[config.mk]
export PLATFORM = sky130hd
export DESIGN_NAME = tcoh_top
export DESIGN_NICKNAME = d
export VERILOG_FILES = /design/src/design/tcoh_pkg.sv /design/src/design/tcoh_top.sv
export SDC_FILE = /design/constraint.sdc
export NUM_CORES = 1
export LEC_CHECK = 0
export ABC_AREA = 1
export BUFFER_PORTS_ARGS = -buffer_cell sky130_fd_sc_hd__buf_2
export CELL_PAD_IN_SITES_DETAIL_PLACEMENT = 1
export CELL_PAD_IN_SITES_GLOBAL_PLACEMENT = 1
export CORE_ASPECT_RATIO = 1.4
export CORE_UTILIZATION = 45
export CTS_CLUSTER_DIAMETER = 50
export DETAILED_ROUTE_END_ITERATION = 12
export GPL_TIMING_DRIVEN = 0
export PLACE_DENSITY_LB_ADDON = 0.3
export SYNTH_ARGS = -nofsm -noshare
export SYNTH_HDL_FRONTEND = slang
export SYNTH_SLANG_ARGS = --single-unit
export TNS_END_PERCENT = 50
[constraint.sdc]
create_clock -name clk -period 3.4 [get_ports clk]
set_input_delay 0.51 -clock clk [delete_from_list [all_inputs] [get_ports clk]]
set_output_delay 0.51 -clock clk [all_outputs]
set_load 0.01 [all_outputs]
[src/design/tcoh_pkg.sv]
package tcoh_pkg;
  // register byte offsets
  localparam logic [7:0]  TCOH_STATUS_OFS  = 8'h00;
  localparam logic [7:0]  TCOH_TXTI_OFS    = 8'h10;
  localparam logic [7:0]  TCOH_RXTI_OFS    = 8'h20;
  // status register fields
  localparam int          TCOH_ST_LOSS     = 0;
  localparam int          TCOH_ST_RDEF     = 1;
  localparam int          TCOH_ST_ODEF     = 2;
  localparam int          TCOH_ST_AIS      = 3;
  localparam int          TCOH_ST_VIOL     = 4;
  localparam logic [31:0] TCOH_TXTI_RST    = 32'h0000_0000;
  // multiframe positions, frames numbered 1 to 76
  localparam logic [6:0]  TCOH_MF_LEN      = 7'h4c;
  localparam logic [6:0]  TCOH_MF_FAS_END  = 7'h08;
  localparam logic [6:0]  TCOH_MF_TI_FIRST = 7'h09;
  localparam logic [6:0]  TCOH_MF_TI_LAST  = 7'h48;
  localparam logic [6:0]  TCOH_MF_RDEF     = 7'h49;
  localparam logic [6:0]  TCOH_MF_ODEF     = 7'h4a;
  localparam logic [11:0] TCOH_FAS_SEARCH  = 12'hffe;
  localparam logic [1:0]  TCOH_FAS_ONES    = 2'h3;
  localparam logic [1:0]  TCOH_FAS_LAST    = 2'h2;
  // incoming error codes
  localparam logic [3:0]  TCOH_IEC_AIS     = 4'he;
  localparam logic [3:0]  TCOH_IEC_ZERO    = 4'h9;
  localparam logic [3:0]  TCOH_IEC_MAX     = 4'h8;
  localparam logic [1:0]  TCOH_RESP_OKAY   = 2'h0;
  localparam logic [1:0]  TCOH_RESP_SLVERR = 2'h2;

  // one byte of the path frame with its position markers
  typedef struct packed {
    logic       fs;
    logic       em;
    logic       nr;
    logic [7:0] data;
  } tcoh_beat_t;

  typedef enum logic {TCOH_LOST, TCOH_LOCKED} tcoh_align_t;
endpackage

[src/design/tcoh_top.sv]
// The register offsets and the AXI4-Lite slave port were chosen for this implementation.
`timescale 1ns/1ps
// Function
// - source sends remote defect in frame 73
// - bits 7-8 form 76-frame multiframe
// - remote error bit copied into bit 5
// - source sends outgoing defect in frame 74
// - outgoing error bit copied into bit 6
// - alignment pattern in frames 1 to 8
// - transmit trace in frames 9 to 72
// - reserved bits of frames 73-76 zero
// - source counts parity violations of previous frame
// - violation count coded into bits 1-4
// - signal fail sends code 1110
// - parity byte compensated for overhead rewrite
// - sink parity mismatch flags outgoing block error
// - count difference flags tc block error
// - codes above eight decode as zero
// - error code taken unfiltered, ais extracted
// - sink recovers trace from frames 9-72
// - sink extracts far error and remote defect
// - sink extracts outgoing error and defect
// - sink searches alignment pattern, keeps checking
// - two bad patterns lose, one good locks
// - sink zeroes overhead byte, compensates parity
// - loss defect follows alignment state
// - code 1110 signals incoming ais
module tcoh_top #(
  parameter int ADDR_W = 8
) (
  input  wire logic                clk,
  input  wire logic                rst_n,
  input  wire tcoh_pkg::tcoh_beat_t src_in,
  input  wire logic                src_in_valid,
  output      tcoh_pkg::tcoh_beat_t src_out,
  output      logic                src_out_valid,
  input  wire logic                remote_defect_request,
  input  wire logic                remote_error_count_in,
  input  wire logic                outgoing_error_indication,
  input  wire logic                outgoing_defect_request,
  input  wire logic                incoming_signal_fail,
  input  wire tcoh_pkg::tcoh_beat_t snk_in,
  input  wire logic                snk_in_valid,
  output      tcoh_pkg::tcoh_beat_t snk_out,
  output      logic                snk_out_valid,
  output      logic                outgoing_block_error,
  output      logic                tc_block_error,
  output      logic                far_block_error,
  output      logic                outgoing_far_block_error,
  output      logic                remote_defect,
  output      logic                outgoing_defect,
  output      logic                incoming_ais,
  output      logic                tc_loss_defect,
  input  wire logic [ADDR_W-1:0]   s_axi_awaddr,
  input  wire logic                s_axi_awvalid,
  output      logic                s_axi_awready,
  input  wire logic [31:0]         s_axi_wdata,
  input  wire logic [3:0]          s_axi_wstrb,
  input  wire logic                s_axi_wvalid,
  output      logic                s_axi_wready,
  output      logic [1:0]          s_axi_bresp,
  output      logic                s_axi_bvalid,
  input  wire logic                s_axi_bready,
  input  wire logic [ADDR_W-1:0]   s_axi_araddr,
  input  wire logic                s_axi_arvalid,
  output      logic                s_axi_arready,
  output      logic [31:0]         s_axi_rdata,
  output      logic [1:0]          s_axi_rresp,
  output      logic                s_axi_rvalid,
  input  wire logic                s_axi_rready
);
  import tcoh_pkg::*;

  function automatic logic [3:0] ones_in(input logic [7:0] v);
    logic [3:0] n;
    n = 4'h0;
    for (int b = 0; b < 8; b++) begin
      n = n + {3'h0, v[b]};
    end
    return n;
  endfunction

  function automatic logic [3:0] abs_diff(input logic [3:0] a,
                                          input logic [3:0] b);
    return (a > b) ? a - b : b - a;
  endfunction

  // lane 0 is the source direction, lane 1 the sink direction
  tcoh_beat_t lane_in   [2];
  logic       lane_vld  [2];
  logic [7:0] lane_nr   [2];
  tcoh_beat_t out_reg   [2];
  logic       ovld_reg  [2];
  logic [3:0] viol_reg  [2];
  logic [3:0] viol_now  [2];

  assign lane_in[0]  = src_in;
  assign lane_in[1]  = snk_in;
  assign lane_vld[0] = src_in_valid;
  assign lane_vld[1] = snk_in_valid;

  for (genvar l = 0; l < 2; l++) begin : g_lane
    logic [7:0] bip_acc_reg;
    logic [7:0] bip_prev_reg;
    logic [7:0] em_in_reg;
    logic [7:0] em_out_reg;
    logic [7:0] nr_in_reg;
    logic [7:0] nr_out_reg;
    logic [7:0] em_new;
    tcoh_beat_t b;
    assign b = lane_in[l];
    // even parity over the whole previous frame against this parity byte
    assign viol_now[l] = ones_in(bip_prev_reg ^ b.data);
    // the overhead byte follows the parity byte, so the stored overhead
    // values still belong to the previous frame here
    assign em_new = em_in_reg ^ em_out_reg ^ nr_in_reg ^ nr_out_reg
                    ^ b.data;
    always_ff @(posedge clk or negedge rst_n) begin
      if (!rst_n) begin
        bip_acc_reg  <= 8'h00;
        bip_prev_reg <= 8'h00;
        em_in_reg    <= 8'h00;
        em_out_reg   <= 8'h00;
        nr_in_reg    <= 8'h00;
        nr_out_reg   <= 8'h00;
        viol_reg[l]  <= 4'h0;
        out_reg[l]   <= '0;
        ovld_reg[l]  <= 1'b0;
      end else begin
        ovld_reg[l] <= lane_vld[l];
        if (lane_vld[l]) begin
          bip_acc_reg <= b.fs ? b.data : bip_acc_reg ^ b.data;
          out_reg[l]  <= '{fs: b.fs, em: b.em, nr: b.nr,
                           data: b.em ? em_new
                                 : b.nr ? lane_nr[l] : b.data};
          if (b.fs) begin
            bip_prev_reg <= bip_acc_reg;
          end
          if (b.em) begin
            viol_reg[l] <= viol_now[l];
            em_in_reg   <= b.data;
            em_out_reg  <= em_new;
          end
          if (b.nr) begin
            nr_in_reg  <= b.data;
            nr_out_reg <= lane_nr[l];
          end
        end
      end
    end
  end

  assign src_out       = out_reg[0];
  assign src_out_valid = ovld_reg[0];
  assign snk_out       = out_reg[1];
  assign snk_out_valid = ovld_reg[1];

  // ---------------- source overhead insertion ----------------
  logic [6:0]   tx_mf_reg;
  logic [127:0] tx_sh_reg;
  logic [31:0]  txti_reg [4];
  logic         rei_pend_reg;
  logic         oei_pend_reg;
  logic [3:0]   tx_iec;
  logic [1:0]   tx_mf_bits;
  logic         tx_nr_beat;
  logic         tx_fs_beat;
  logic         tx_rei;
  logic         tx_oei;

  assign tx_nr_beat = src_in_valid && src_in.nr;
  assign tx_fs_beat = src_in_valid && src_in.fs;
  // a pulse arriving on the overhead beat itself still makes this frame
  assign tx_rei = rei_pend_reg | remote_error_count_in;
  assign tx_oei = oei_pend_reg | outgoing_error_indication;
  assign tx_iec = incoming_signal_fail ? TCOH_IEC_AIS
                : (viol_reg[0] == 4'h0) ? TCOH_IEC_ZERO
                : viol_reg[0];
  assign tx_mf_bits =
      (tx_mf_reg < TCOH_MF_FAS_END)   ? TCOH_FAS_ONES
    : (tx_mf_reg == TCOH_MF_FAS_END)  ? TCOH_FAS_LAST
    : (tx_mf_reg <= TCOH_MF_TI_LAST)  ? tx_sh_reg[127:126]
    : (tx_mf_reg == TCOH_MF_RDEF)     ? {1'b0, remote_defect_request}
    : (tx_mf_reg == TCOH_MF_ODEF)     ? {outgoing_defect_request, 1'b0}
    : 2'h0;
  assign lane_nr[0] = {tx_iec, tx_rei, tx_oei, tx_mf_bits};
  assign lane_nr[1] = 8'h00;

  always_ff @(posedge clk or negedge rst_n) begin
    if (!rst_n) begin
      tx_mf_reg    <= TCOH_MF_LEN;
      tx_sh_reg    <= '0;
      rei_pend_reg <= 1'b0;
      oei_pend_reg <= 1'b0;
    end else begin
      if (tx_fs_beat) begin
        tx_mf_reg <= (tx_mf_reg == TCOH_MF_LEN) ? 7'h01
                     : tx_mf_reg + 7'h01;
      end
      rei_pend_reg <= tx_nr_beat ? 1'b0 : tx_rei;
      oei_pend_reg <= tx_nr_beat ? 1'b0 : tx_oei;
      if (tx_nr_beat && tx_mf_reg == TCOH_MF_FAS_END) begin
        tx_sh_reg <= {txti_reg[0], txti_reg[1], txti_reg[2], txti_reg[3]};
      end else if (tx_nr_beat && tx_mf_reg >= TCOH_MF_TI_FIRST
                   && tx_mf_reg <= TCOH_MF_TI_LAST) begin
        tx_sh_reg <= {tx_sh_reg[125:0], 2'h0};
      end
    end
  end

  // ---------------- sink extraction and alignment ----------------
  tcoh_align_t  align_reg;
  logic         fas_err_reg;
  logic [6:0]   rx_mf_reg;
  logic [11:0]  fas_sh_reg;
  logic [127:0] rx_sh_reg;
  logic [127:0] accepted_trace_id_reg;
  logic         rx_nr_beat;
  logic [11:0]  fas_sh_next;
  logic         fas_ok;
  logic [3:0]   rx_iec;
  logic [3:0]   rx_iec_count;
  logic         rx_in_ti;

  assign rx_nr_beat   = snk_in_valid && snk_in.nr;
  assign rx_iec       = snk_in.data[7:4];
  assign rx_iec_count = (rx_iec <= TCOH_IEC_MAX) ? rx_iec : 4'h0;
  assign fas_sh_next  = {fas_sh_reg[9:0], snk_in.data[1:0]};
  assign fas_ok       = (fas_sh_next == TCOH_FAS_SEARCH);
  assign rx_in_ti     = rx_mf_reg >= TCOH_MF_TI_FIRST
                        && rx_mf_reg <= TCOH_MF_TI_LAST;

  always_ff @(posedge clk or negedge rst_n) begin
    if (!rst_n) begin
      align_reg                <= TCOH_LOST;
      fas_err_reg              <= 1'b0;
      rx_mf_reg                <= TCOH_MF_LEN;
      fas_sh_reg               <= 12'h000;
      rx_sh_reg                <= '0;
      accepted_trace_id_reg                 <= '0;
      outgoing_block_error     <= 1'b0;
      tc_block_error           <= 1'b0;
      far_block_error          <= 1'b0;
      outgoing_far_block_error <= 1'b0;
      remote_defect            <= 1'b0;
      outgoing_defect          <= 1'b0;
      incoming_ais             <= 1'b0;
      tc_loss_defect           <= 1'b1;
    end else begin
      outgoing_block_error     <= snk_in_valid && snk_in.em
                                  && viol_now[1] != 4'h0;
      tc_block_error           <= 1'b0;
      far_block_error          <= 1'b0;
      outgoing_far_block_error <= 1'b0;
      tc_loss_defect           <= (align_reg == TCOH_LOST);
      if (snk_in_valid && snk_in.fs) begin
        rx_mf_reg <= (rx_mf_reg == TCOH_MF_LEN) ? 7'h01
                     : rx_mf_reg + 7'h01;
      end
      if (rx_nr_beat) begin
        fas_sh_reg <= fas_sh_next;
        tc_block_error <= abs_diff(viol_reg[1], rx_iec_count)
                          != 4'h0;
        far_block_error          <= snk_in.data[3];
        outgoing_far_block_error <= snk_in.data[2];
        incoming_ais             <= (rx_iec == TCOH_IEC_AIS);
        unique case (align_reg)
          TCOH_LOST: begin
            if (fas_ok) begin
              align_reg   <= TCOH_LOCKED;
              fas_err_reg <= 1'b0;
              rx_mf_reg   <= TCOH_MF_FAS_END;
            end
          end
          TCOH_LOCKED: begin
            if (rx_mf_reg == TCOH_MF_FAS_END) begin
              // only a second bad pattern in a row drops the lock
              fas_err_reg <= !fas_ok && !fas_err_reg;
              if (!fas_ok && fas_err_reg) begin
                align_reg <= TCOH_LOST;
              end
            end
            if (rx_in_ti) begin
              rx_sh_reg <= {rx_sh_reg[125:0], snk_in.data[1:0]};
            end
            if (rx_mf_reg == TCOH_MF_TI_LAST) begin
              accepted_trace_id_reg <= {rx_sh_reg[125:0], snk_in.data[1:0]};
            end
            if (rx_mf_reg == TCOH_MF_RDEF) begin
              remote_defect <= snk_in.data[0];
            end
            if (rx_mf_reg == TCOH_MF_ODEF) begin
              outgoing_defect <= snk_in.data[1];
            end
          end
        endcase
      end
    end
  end

  // ---------------- AXI4-Lite register slave ----------------
  logic [ADDR_W-1:0] awaddr_reg;
  logic [31:0]       wdata_reg;
  logic [3:0]        wstrb_reg;
  logic              aw_got_reg;
  logic              w_got_reg;
  logic              aw_hs;
  logic              w_hs;
  logic              ar_hs;
  logic              wr_fire;
  logic              aw_got_next;
  logic              w_got_next;
  logic              rvalid_next;
  logic              wr_is_ti;
  logic [1:0]        wr_idx;
  logic [31:0]       rd_mux;
  logic              rd_ok;
  logic [1:0]        rd_idx;
  logic [31:0]       status_word;

  assign aw_hs       = s_axi_awvalid && s_axi_awready;
  assign w_hs        = s_axi_wvalid && s_axi_wready;
  assign ar_hs       = s_axi_arvalid && s_axi_arready;
  assign wr_fire     = aw_got_reg && w_got_reg && !s_axi_bvalid;
  assign aw_got_next = !wr_fire && (aw_got_reg || aw_hs);
  assign w_got_next  = !wr_fire && (w_got_reg || w_hs);
  assign rvalid_next = ar_hs || (s_axi_rvalid && !s_axi_rready);
  assign wr_is_ti    = awaddr_reg[ADDR_W-1:4] == TCOH_TXTI_OFS[7:4]
                       && awaddr_reg[1:0] == 2'h0;
  assign wr_idx      = awaddr_reg[3:2];
  assign rd_idx      = s_axi_araddr[3:2];
  assign status_word = {24'h0, viol_reg[0], incoming_ais,
                        outgoing_defect, remote_defect, tc_loss_defect};
  assign rd_ok = s_axi_araddr[1:0] == 2'h0
                 && (s_axi_araddr == ADDR_W'(TCOH_STATUS_OFS)
                 || s_axi_araddr[ADDR_W-1:4] == TCOH_TXTI_OFS[7:4]
                 || s_axi_araddr[ADDR_W-1:4] == TCOH_RXTI_OFS[7:4]);
  assign rd_mux =
      !rd_ok ? 32'h0
    : (s_axi_araddr[ADDR_W-1:4] == TCOH_TXTI_OFS[7:4]) ? txti_reg[rd_idx]
    : (s_axi_araddr[ADDR_W-1:4] == TCOH_RXTI_OFS[7:4])
      ? accepted_trace_id_reg[7'(127 - 32 * int'(rd_idx)) -: 32]
    : status_word;

  always_ff @(posedge clk or negedge rst_n) begin
    if (!rst_n) begin
      awaddr_reg    <= '0;
      wdata_reg     <= 32'h0;
      wstrb_reg     <= 4'h0;
      aw_got_reg    <= 1'b0;
      w_got_reg     <= 1'b0;
      s_axi_awready <= 1'b0;
      s_axi_wready  <= 1'b0;
      s_axi_bvalid  <= 1'b0;
      s_axi_bresp   <= TCOH_RESP_OKAY;
      s_axi_arready <= 1'b0;
      s_axi_rvalid  <= 1'b0;
      s_axi_rdata   <= 32'h0;
      s_axi_rresp   <= TCOH_RESP_OKAY;
      for (int i = 0; i < 4; i++) begin
        txti_reg[i] <= TCOH_TXTI_RST;
      end
    end else begin
      aw_got_reg    <= aw_got_next;
      w_got_reg     <= w_got_next;
      s_axi_awready <= !aw_got_next;
      s_axi_wready  <= !w_got_next;
      s_axi_arready <= !rvalid_next;
      s_axi_rvalid  <= rvalid_next;
      if (aw_hs) begin
        awaddr_reg <= s_axi_awaddr;
      end
      if (w_hs) begin
        wdata_reg <= s_axi_wdata;
        wstrb_reg <= s_axi_wstrb;
      end
      if (wr_fire) begin
        s_axi_bvalid <= 1'b1;
        s_axi_bresp  <= wr_is_ti ? TCOH_RESP_OKAY : TCOH_RESP_SLVERR;
        for (int k = 0; k < 4; k++) begin
          if (wr_is_ti && wstrb_reg[k]) begin
            txti_reg[wr_idx][8*k +: 8] <= wdata_reg[8*k +: 8];
          end
        end
      end else if (s_axi_bready) begin
        s_axi_bvalid <= 1'b0;
      end
      if (ar_hs) begin
        s_axi_rdata <= rd_mux;
        s_axi_rresp <= rd_ok ? TCOH_RESP_OKAY : TCOH_RESP_SLVERR;
      end
    end
  end

  // ---------------- assertions ----------------
  a_iec_ais_code: assert property (@(posedge clk) disable iff (!rst_n)
    tx_nr_beat && incoming_signal_fail
    |=> src_out_valid && src_out.nr && src_out.data[7:4] == 4'he)
    else $error("signal fail code not inserted");
  a_iec_zero_code: assert property (@(posedge clk) disable iff (!rst_n)
    tx_nr_beat && !incoming_signal_fail && viol_reg[0] == 4'h0
    |=> src_out.data[7:4] == 4'h9)
    else $error("zero violations not coded as 1001");
  a_fas_ones: assert property (@(posedge clk) disable iff (!rst_n)
    tx_nr_beat && tx_mf_reg >= 7'h01 && tx_mf_reg <= 7'h07
    |=> src_out.data[1:0] == 2'h3)
    else $error("alignment ones missing");
  a_reserved_zero: assert property (@(posedge clk) disable iff (!rst_n)
    tx_nr_beat && tx_mf_reg >= 7'h4b |=> src_out.data[1:0] == 2'h0)
    else $error("reserved multiframe bits not zero");
  a_rei_copy: assert property (@(posedge clk) disable iff (!rst_n)
    remote_error_count_in ##1 tx_nr_beat
    |=> src_out.data[3])
    else $error("remote error bit lost");
  a_sink_zero: assert property (@(posedge clk) disable iff (!rst_n)
    rx_nr_beat |=> snk_out_valid && snk_out.nr && snk_out.data == 8'h00)
    else $error("sink overhead byte not cleared");
  a_ais_flag: assert property (@(posedge clk) disable iff (!rst_n)
    rx_nr_beat |=> incoming_ais == ($past(snk_in.data[7:4]) == 4'he))
    else $error("incoming ais flag wrong");
  a_block_err: assert property (@(posedge clk) disable iff (!rst_n)
    tc_block_error |-> $past(rx_nr_beat))
    else $error("block error outside overhead beat");
  a_loss_lock: assert property (@(posedge clk) disable iff (!rst_n)
    align_reg == TCOH_LOST && rx_nr_beat && fas_ok
    |=> align_reg == TCOH_LOCKED ##1 !tc_loss_defect)
    else $error("lock not taken on good pattern");
endmodule

Word level (Yosys, flattened, before mapping)
Index checks and enable logic that the tools add are counted.
{"block": "op_classes", "n_lt_le_gt_ge": 10, "n_eq_ne": 16, "shifts": 1, "n_reduce_logical": 59, "n_mux": 64, "bitwise_logic": 16, "addsub": 19}
{"op": "two-way mux 128 bit", "n": 9}
{"op": "bitwise mux 128 bit", "n": 4}
{"op": "demux 32 bit (select 2 bit)", "n": 4}
{"op": "two-way mux 32 bit", "n": 6}
{"op": "variable part select 159 x 7 -> 32 bit", "n": 1}
{"op": "XOR 8 bit", "n": 11}
{"op": "binary-select mux 32 bit (select 2 bit)", "n": 1}
{"op": "two-way mux 8 bit", "n": 7}
{"op": "== test 7 bit (second input constant)", "n": 7}
{"op": "two-way mux 7 bit", "n": 6}
{"op": "adder 4 x 1 -> 4 bit", "n": 8}
{"op": "logical AND 1 bit", "n": 27}
{"op": "two-way mux 24 bit", "n": 1}
{"op": "two-way mux 16 bit", "n": 1}
{"op": "two-way mux 4 bit", "n": 4}
{"op": "AND reduction 3 bit", "n": 5}
{"op": "adder 7 x 1 -> 7 bit (second input constant)", "n": 2}
{"op": "== test 7 x 4 -> 1 bit (second input constant)", "n": 2}
{"op": ">= comparator 7 x 4 -> 1 bit (second input constant)", "n": 2}
{"op": "<= comparator 7 bit (second input constant)", "n": 2}
{"op": "two-way mux 2 bit", "n": 7}
{"op": "== test 12 bit (second input constant)", "n": 1}
{"op": "two-way mux 1 bit", "n": 12}
{"op": "AND reduction 2 bit", "n": 6}
{"op": "other kinds (26)", "n": 49}
{"block": "totals", "out_inout_bits": 73, "input_bits": 88, "ff_bits": 753}

Longest topological paths before layout
{"block": "logic_depth", "depth_word": 16, "depth_mapped": 12, "mapped_depth_nobuf": 11}

Least setup slack after synthesis
OpenSTA, ideal clock, no wires.
{"block": "synth_timing", "path_type": "in2reg", "from": "input port snk_in[3] (netlist bit)", "to": "register outgoing_block_error", "arrival_ns": 3.026, "setup_slack_ns": 0.234, "setup_ns": 0.140, "path_stages": 11, "path_cell_list": "xor2_1 > fa_1 > fa_1 > inv_1 > fa_1 > inv_1 > ha_1 > inv_1 > fa_1 > xor2_1 > a41oi_1"}
{"block": "synth_between", "elab_chain_len": 8}
{"item": "start: declaration", "line_no": "tcoh_top.sv:42", "source": "input wire tcoh_pkg::tcoh_beat_t snk_in,"}
{"item": "XOR 8 bit", "line_no": "tcoh_top.sv:113", "source": "assign viol_now[l] = ones_in(bip_prev_reg ^ b.data);"}
{"item": "adder 3 x 1 -> 4 bit", "line_no": "tcoh_top.sv:78", "source": "n = n + {3'h0, v[b]};"}
{"item": "adder 4 x 1 -> 4 bit (4 in series)", "line_no": "tcoh_top.sv:78"}
{"item": "nonzero test 4 bit", "line_no": "tcoh_top.sv:251", "source": "&& viol_now[1] != 4'h0;"}
{"item": "logical AND 1 bit", "line_no": "tcoh_top.sv:251"}
{"item": "end signal: assignment", "line_no": "tcoh_top.sv:250", "source": "outgoing_block_error <= snk_in_valid && snk_in.em"}
{"item": "end: declaration", "line_no": "tcoh_top.sv:46", "source": "output logic outgoing_block_error,"}
Every way passes these cells.
A chain may end at the register's enable or synchronous reset.

Worst setup path after layout
{"block": "layout_timing", "from": "register g_lane[1].bip_prev_reg[0]", "to": "register outgoing_block_error"}
{"block": "layout_between", "elab_chain_len": 10}
{"item": "start: declaration", "line_no": "tcoh_top.sv:104", "source": "logic [7:0] bip_prev_reg;"}
{"item": "start signal: assignment", "line_no": "tcoh_top.sv:137", "source": "bip_prev_reg <= bip_acc_reg;"}
{"item": "XOR 8 bit", "line_no": "tcoh_top.sv:113"}
{"item": "adder 1 x 1 -> 2 bit", "line_no": "tcoh_top.sv:78"}
{"item": "adder 2 x 1 -> 3 bit", "line_no": "tcoh_top.sv:78"}
{"item": "adder 3 x 1 -> 4 bit", "line_no": "tcoh_top.sv:78"}
{"item": "adder 4 x 1 -> 4 bit (4 in series)", "line_no": "tcoh_top.sv:78"}
{"item": "nonzero test 4 bit", "line_no": "tcoh_top.sv:251"}
{"item": "logical AND 1 bit", "line_no": "tcoh_top.sv:251"}
Every way passes these cells.

==> results_dict.tcl <==
set metrics [dict create \
    hold_depth 2 \
    antenna_found_initial 3 \
    clk_pin_slew_ps 70 \
    fin_nets 3773 \
    crit_path_start_kind "flip-flop" \
    multi_input_area_sq_um 11000 \
    power.internal_mw 14.2 \
    tightest_slew_ps 943 \
    maxSlewViolCount 0 \
    rsz0062_at_grt "no" \
    netlist_area_sq_um 28700 \
    hpwlAfterDp_microns 72100 \
    rows 109 \
    postLayoutCoreUtil_pct 52.3 \
    dp_slack_ps -390 \
    synth_warnings 0 \
    placed_cell_area_sq_um 30700 \
    rrSetupSlack_ps 120 \
    cts_tree "done" \
    cp-endpoint "outgoing_block_error" \
    area_delta_synth_final_pct 15.0 \
    power_frac_clock_pct 36.1 \
    grt_start_max_net_pins 122 \
    max_freq_ghz 0.305 \
    avgSynthCellArea_sq_um 8.38 \
    power_mw 21.1 \
    power_frac_comb_pct 20.5 \
    p_switching_mw 6.90 \
    path_class "flip-flop to flip-flop" \
    max_slew_margin_pct 36.9 \
    grt_pass1_wl_microns 153000 \
    drive_gt1_share_pct 11.4 \
    core_sq_um 63000 \
    worstReg2RegEnd "outgoing_block_error" \
    synth_ff_type "dfrtp_1" \
    async_flop_share_pct 100 \
    viasPerCell 5.46 \
    cp-end-kind "flip-flop" \
    dpl.cell_count 4417 \
    hold-worst-slack_ps 45.3 \
    period_needed_ps 3280 \
    worst_clock_skew_ps 21.6 \
    cts_buffer_depth 3 \
    reg2regPathDepth 11 \
    top_level_ports 161 \
    arrival_ps 3770 \
    first_pass_iters 5 \
    regArea_sq_um 15500 \
    grt_usage_pct 30.8 \
    r2r-start "g_lane[1].bip_prev_reg[0]" \
    grt_overflow 0 \
    power.leakage_nw 16.4 \
    remaining_drc_errors 0 \
    die_area_sq_um 64700 \
    wl_microns 97500 \
    layout_setup_ws_ps 123 \
    hold_viol_final 0 \
    tns_ps 0 \
    vias 24792 \
    timing.final.crit_share_pct 96.4 \
    synth_edf_count 0 \
    cp-startpoint "g_lane[1].bip_prev_reg[0]" \
    cts_buffers 68 \
    finalSetupViolCount 0 \
    n_fill_cell 7716 \
    status "finished, final reports clean" \
    crit_required_ps 3900 \
    cts-htree-levels 3 \
    design_area_sq_um 33000 \
    die_width_microns 215 \
    cp_max_fo 2 \
    cts_sinks 621 \
    p_seq_share_pct 43.3 \
    grt_pass1_vias 26765 \
    drt.antenna.violating_nets 0 \
    final_cells 4539 \
    drtIter0Drc 1536 \
    ys_seq_elements 621 \
    start_util_pct 45.5 \
    synth.distinct_cells 47 \
    clk_latency_ps 630 \
    synth-seq-area-share_pct 54.2 \
    ir_drop_v 0.000468 \
    hold_path_class "primary input to flip-flop" \
    die_height_microns 301 \
    cts.root.buffer_cell "clkbuf_16" \
    wire_per_inst_microns 21.5 \
    swShare_pct 32.8 \
    p_per_area_nw_per_um2 639 \
    cts_setup_buffers 0 \
    port_buffers 156 \
    synthCells 3422 \
    gp_congestion 0.972 \
    maxCapViolations 0 \
]
==> cells in the final DEF (no fill, tap or decap), types with 11 or more instances in the layout <==
| cell type | synthesis | layout |
|---|---|---|
| a21oi_1 | 73 | 73 |
| buf_2 | 62 | 217 |
| buf_4 | 13 | 13 |
| buf_6 | 29 | 29 |
| clkbuf_1 | 84 | 97 |
| clkbuf_16 | 0 | 70 |
| clkinv_2 | 0 | 11 |
| dfrtp_1 | 614 | 614 |
| ha_1 | 21 | 21 |
| inv_1 | 282 | 282 |
| nand2_1 | 1130 | 1130 |
| nand2_2 | 13 | 13 |
| nand3_1 | 279 | 279 |
| nor2_1 | 113 | 113 |
| o21ai_0 | 393 | 393 |
| o21ai_1 | 105 | 105 |
| o221ai_1 | 15 | 15 |
| o31ai_1 | 24 | 24 |
| xnor2_1 | 43 | 41 |
| xor2_1 | 36 | 33 |
==> worst min path at each step <==
stage | start | end | slack, ps
finish | s_axi_bready | s_axi_bvalid | 50
global route | s_axi_bready | s_axi_bvalid | 60
CTS | s_axi_bready | s_axi_bvalid | 30
detailed placement | src_out[9] | src_out[9] | 460
global placement | g_lane[1].bip_acc_reg[1] | g_lane[1].bip_prev_reg[1] | 450
floorplan | rst_n | accepted_trace_id_reg[0] | 210
==> synthesized netlist by cell type, types with 2 or more instances <==
master	n	area, sq um
nand3_1	279	1400
o211ai_1	3	22.5
ha_1	21	263
xor2_1	36	315
dfstp_2	7	184
nor2_1	113	424
mux2i_1	9	90.1
nand2_1	1130	4240
o221ai_1	15	131
a21oi_1	73	365
o21ai_1	105	526
fa_1	8	160
nor3b_4	2	37.5
nand2_2	13	81.3
clkbuf_1	84	315
nor2_2	2	12.5
a31oi_1	4	25.0
nor3_1	8	40.0
or2_2	4	25.0
a22oi_1	2	15.0
nand4_1	10	62.6
xnor2_1	43	377
inv_1	282	1060
inv_2	3	11.3
buf_1	8	30.0
buf_6	29	327
o21ai_0	393	1970
buf_4	13	97.6
o31ai_1	24	180
o21ai_2	5	43.8
nand3_2	3	30.0
buf_2	62	310
dfrtp_1	614	15400
a41oi_1	2	17.5
==> power groups by stage <==
stage               combinational, mW  sequential [mW]  clock (mW)
floorplan                        2.62             8.97           0
global placement                 4.01             9.18           0
detailed placement               4.23             9.22           0
CTS                              4.29             9.10        7.72
global route                     4.86             9.21        7.98
finish                           4.33             9.13        7.61
==> layer usage <==
layer / share of wire (%) / vias up / global-route usage [%]
met1: 39 / 12448 / 35.2
li1: - / 11434 / -
met3: 4.1 / 256 / 3.83
met4: 6.4 / 2 / 18.8
met5: 0.012 / - / 0
met2: 51 / 652 / 54.8
==> critical path, stage by stage, from the launching register on <==
cell and delay, ps:
dfrtp_1 410, xor2_2 190, fa_1 490, fa_1 500
inv_1 60, fa_1 450, inv_1 80, ha_1 160
inv_1 70, fa_2 400, xor2_2 180, a41oi_2 140
==> cell type report <==
type	instances	share of cell area, %
flip-flops and latches	621	47.2
repair buffers	163	2.93
multi-input cells	2320	33.4
plain buffers	196	3.28
clock inverters	28	0.956
well taps	832	3.16
clock buffers	92	5.84
inverters	286	3.26
diodes	1	0.00759
==> repair_timing <==
action,in CTS,in global routing
setup endpoints to repair,1,3
hold endpoints to repair,60,0
pin swaps,0,3
gates cloned,0,0
gates resized for setup,1,6
hold buffers,1,0
==> logic make-up (layout without fill, tap and decap cells) <==
kind of cell / Yosys count / in the layout / share of synthesized area [%]
other cells: 1 / 3 / 0.0131
buf+inv: 482 / 765 / 7.51
compound gates: 629 / 629 / 11.6
xor+xnor: 79 / 79 / 2.41
mux: 9 / 9 / 0.314
fa+ha+maj: 29 / 29 / 1.48
simple gates: 1572 / 1572 / 22.4
flops: 621 / 621 / 54.2
Power figures use the tool's default switching activity.
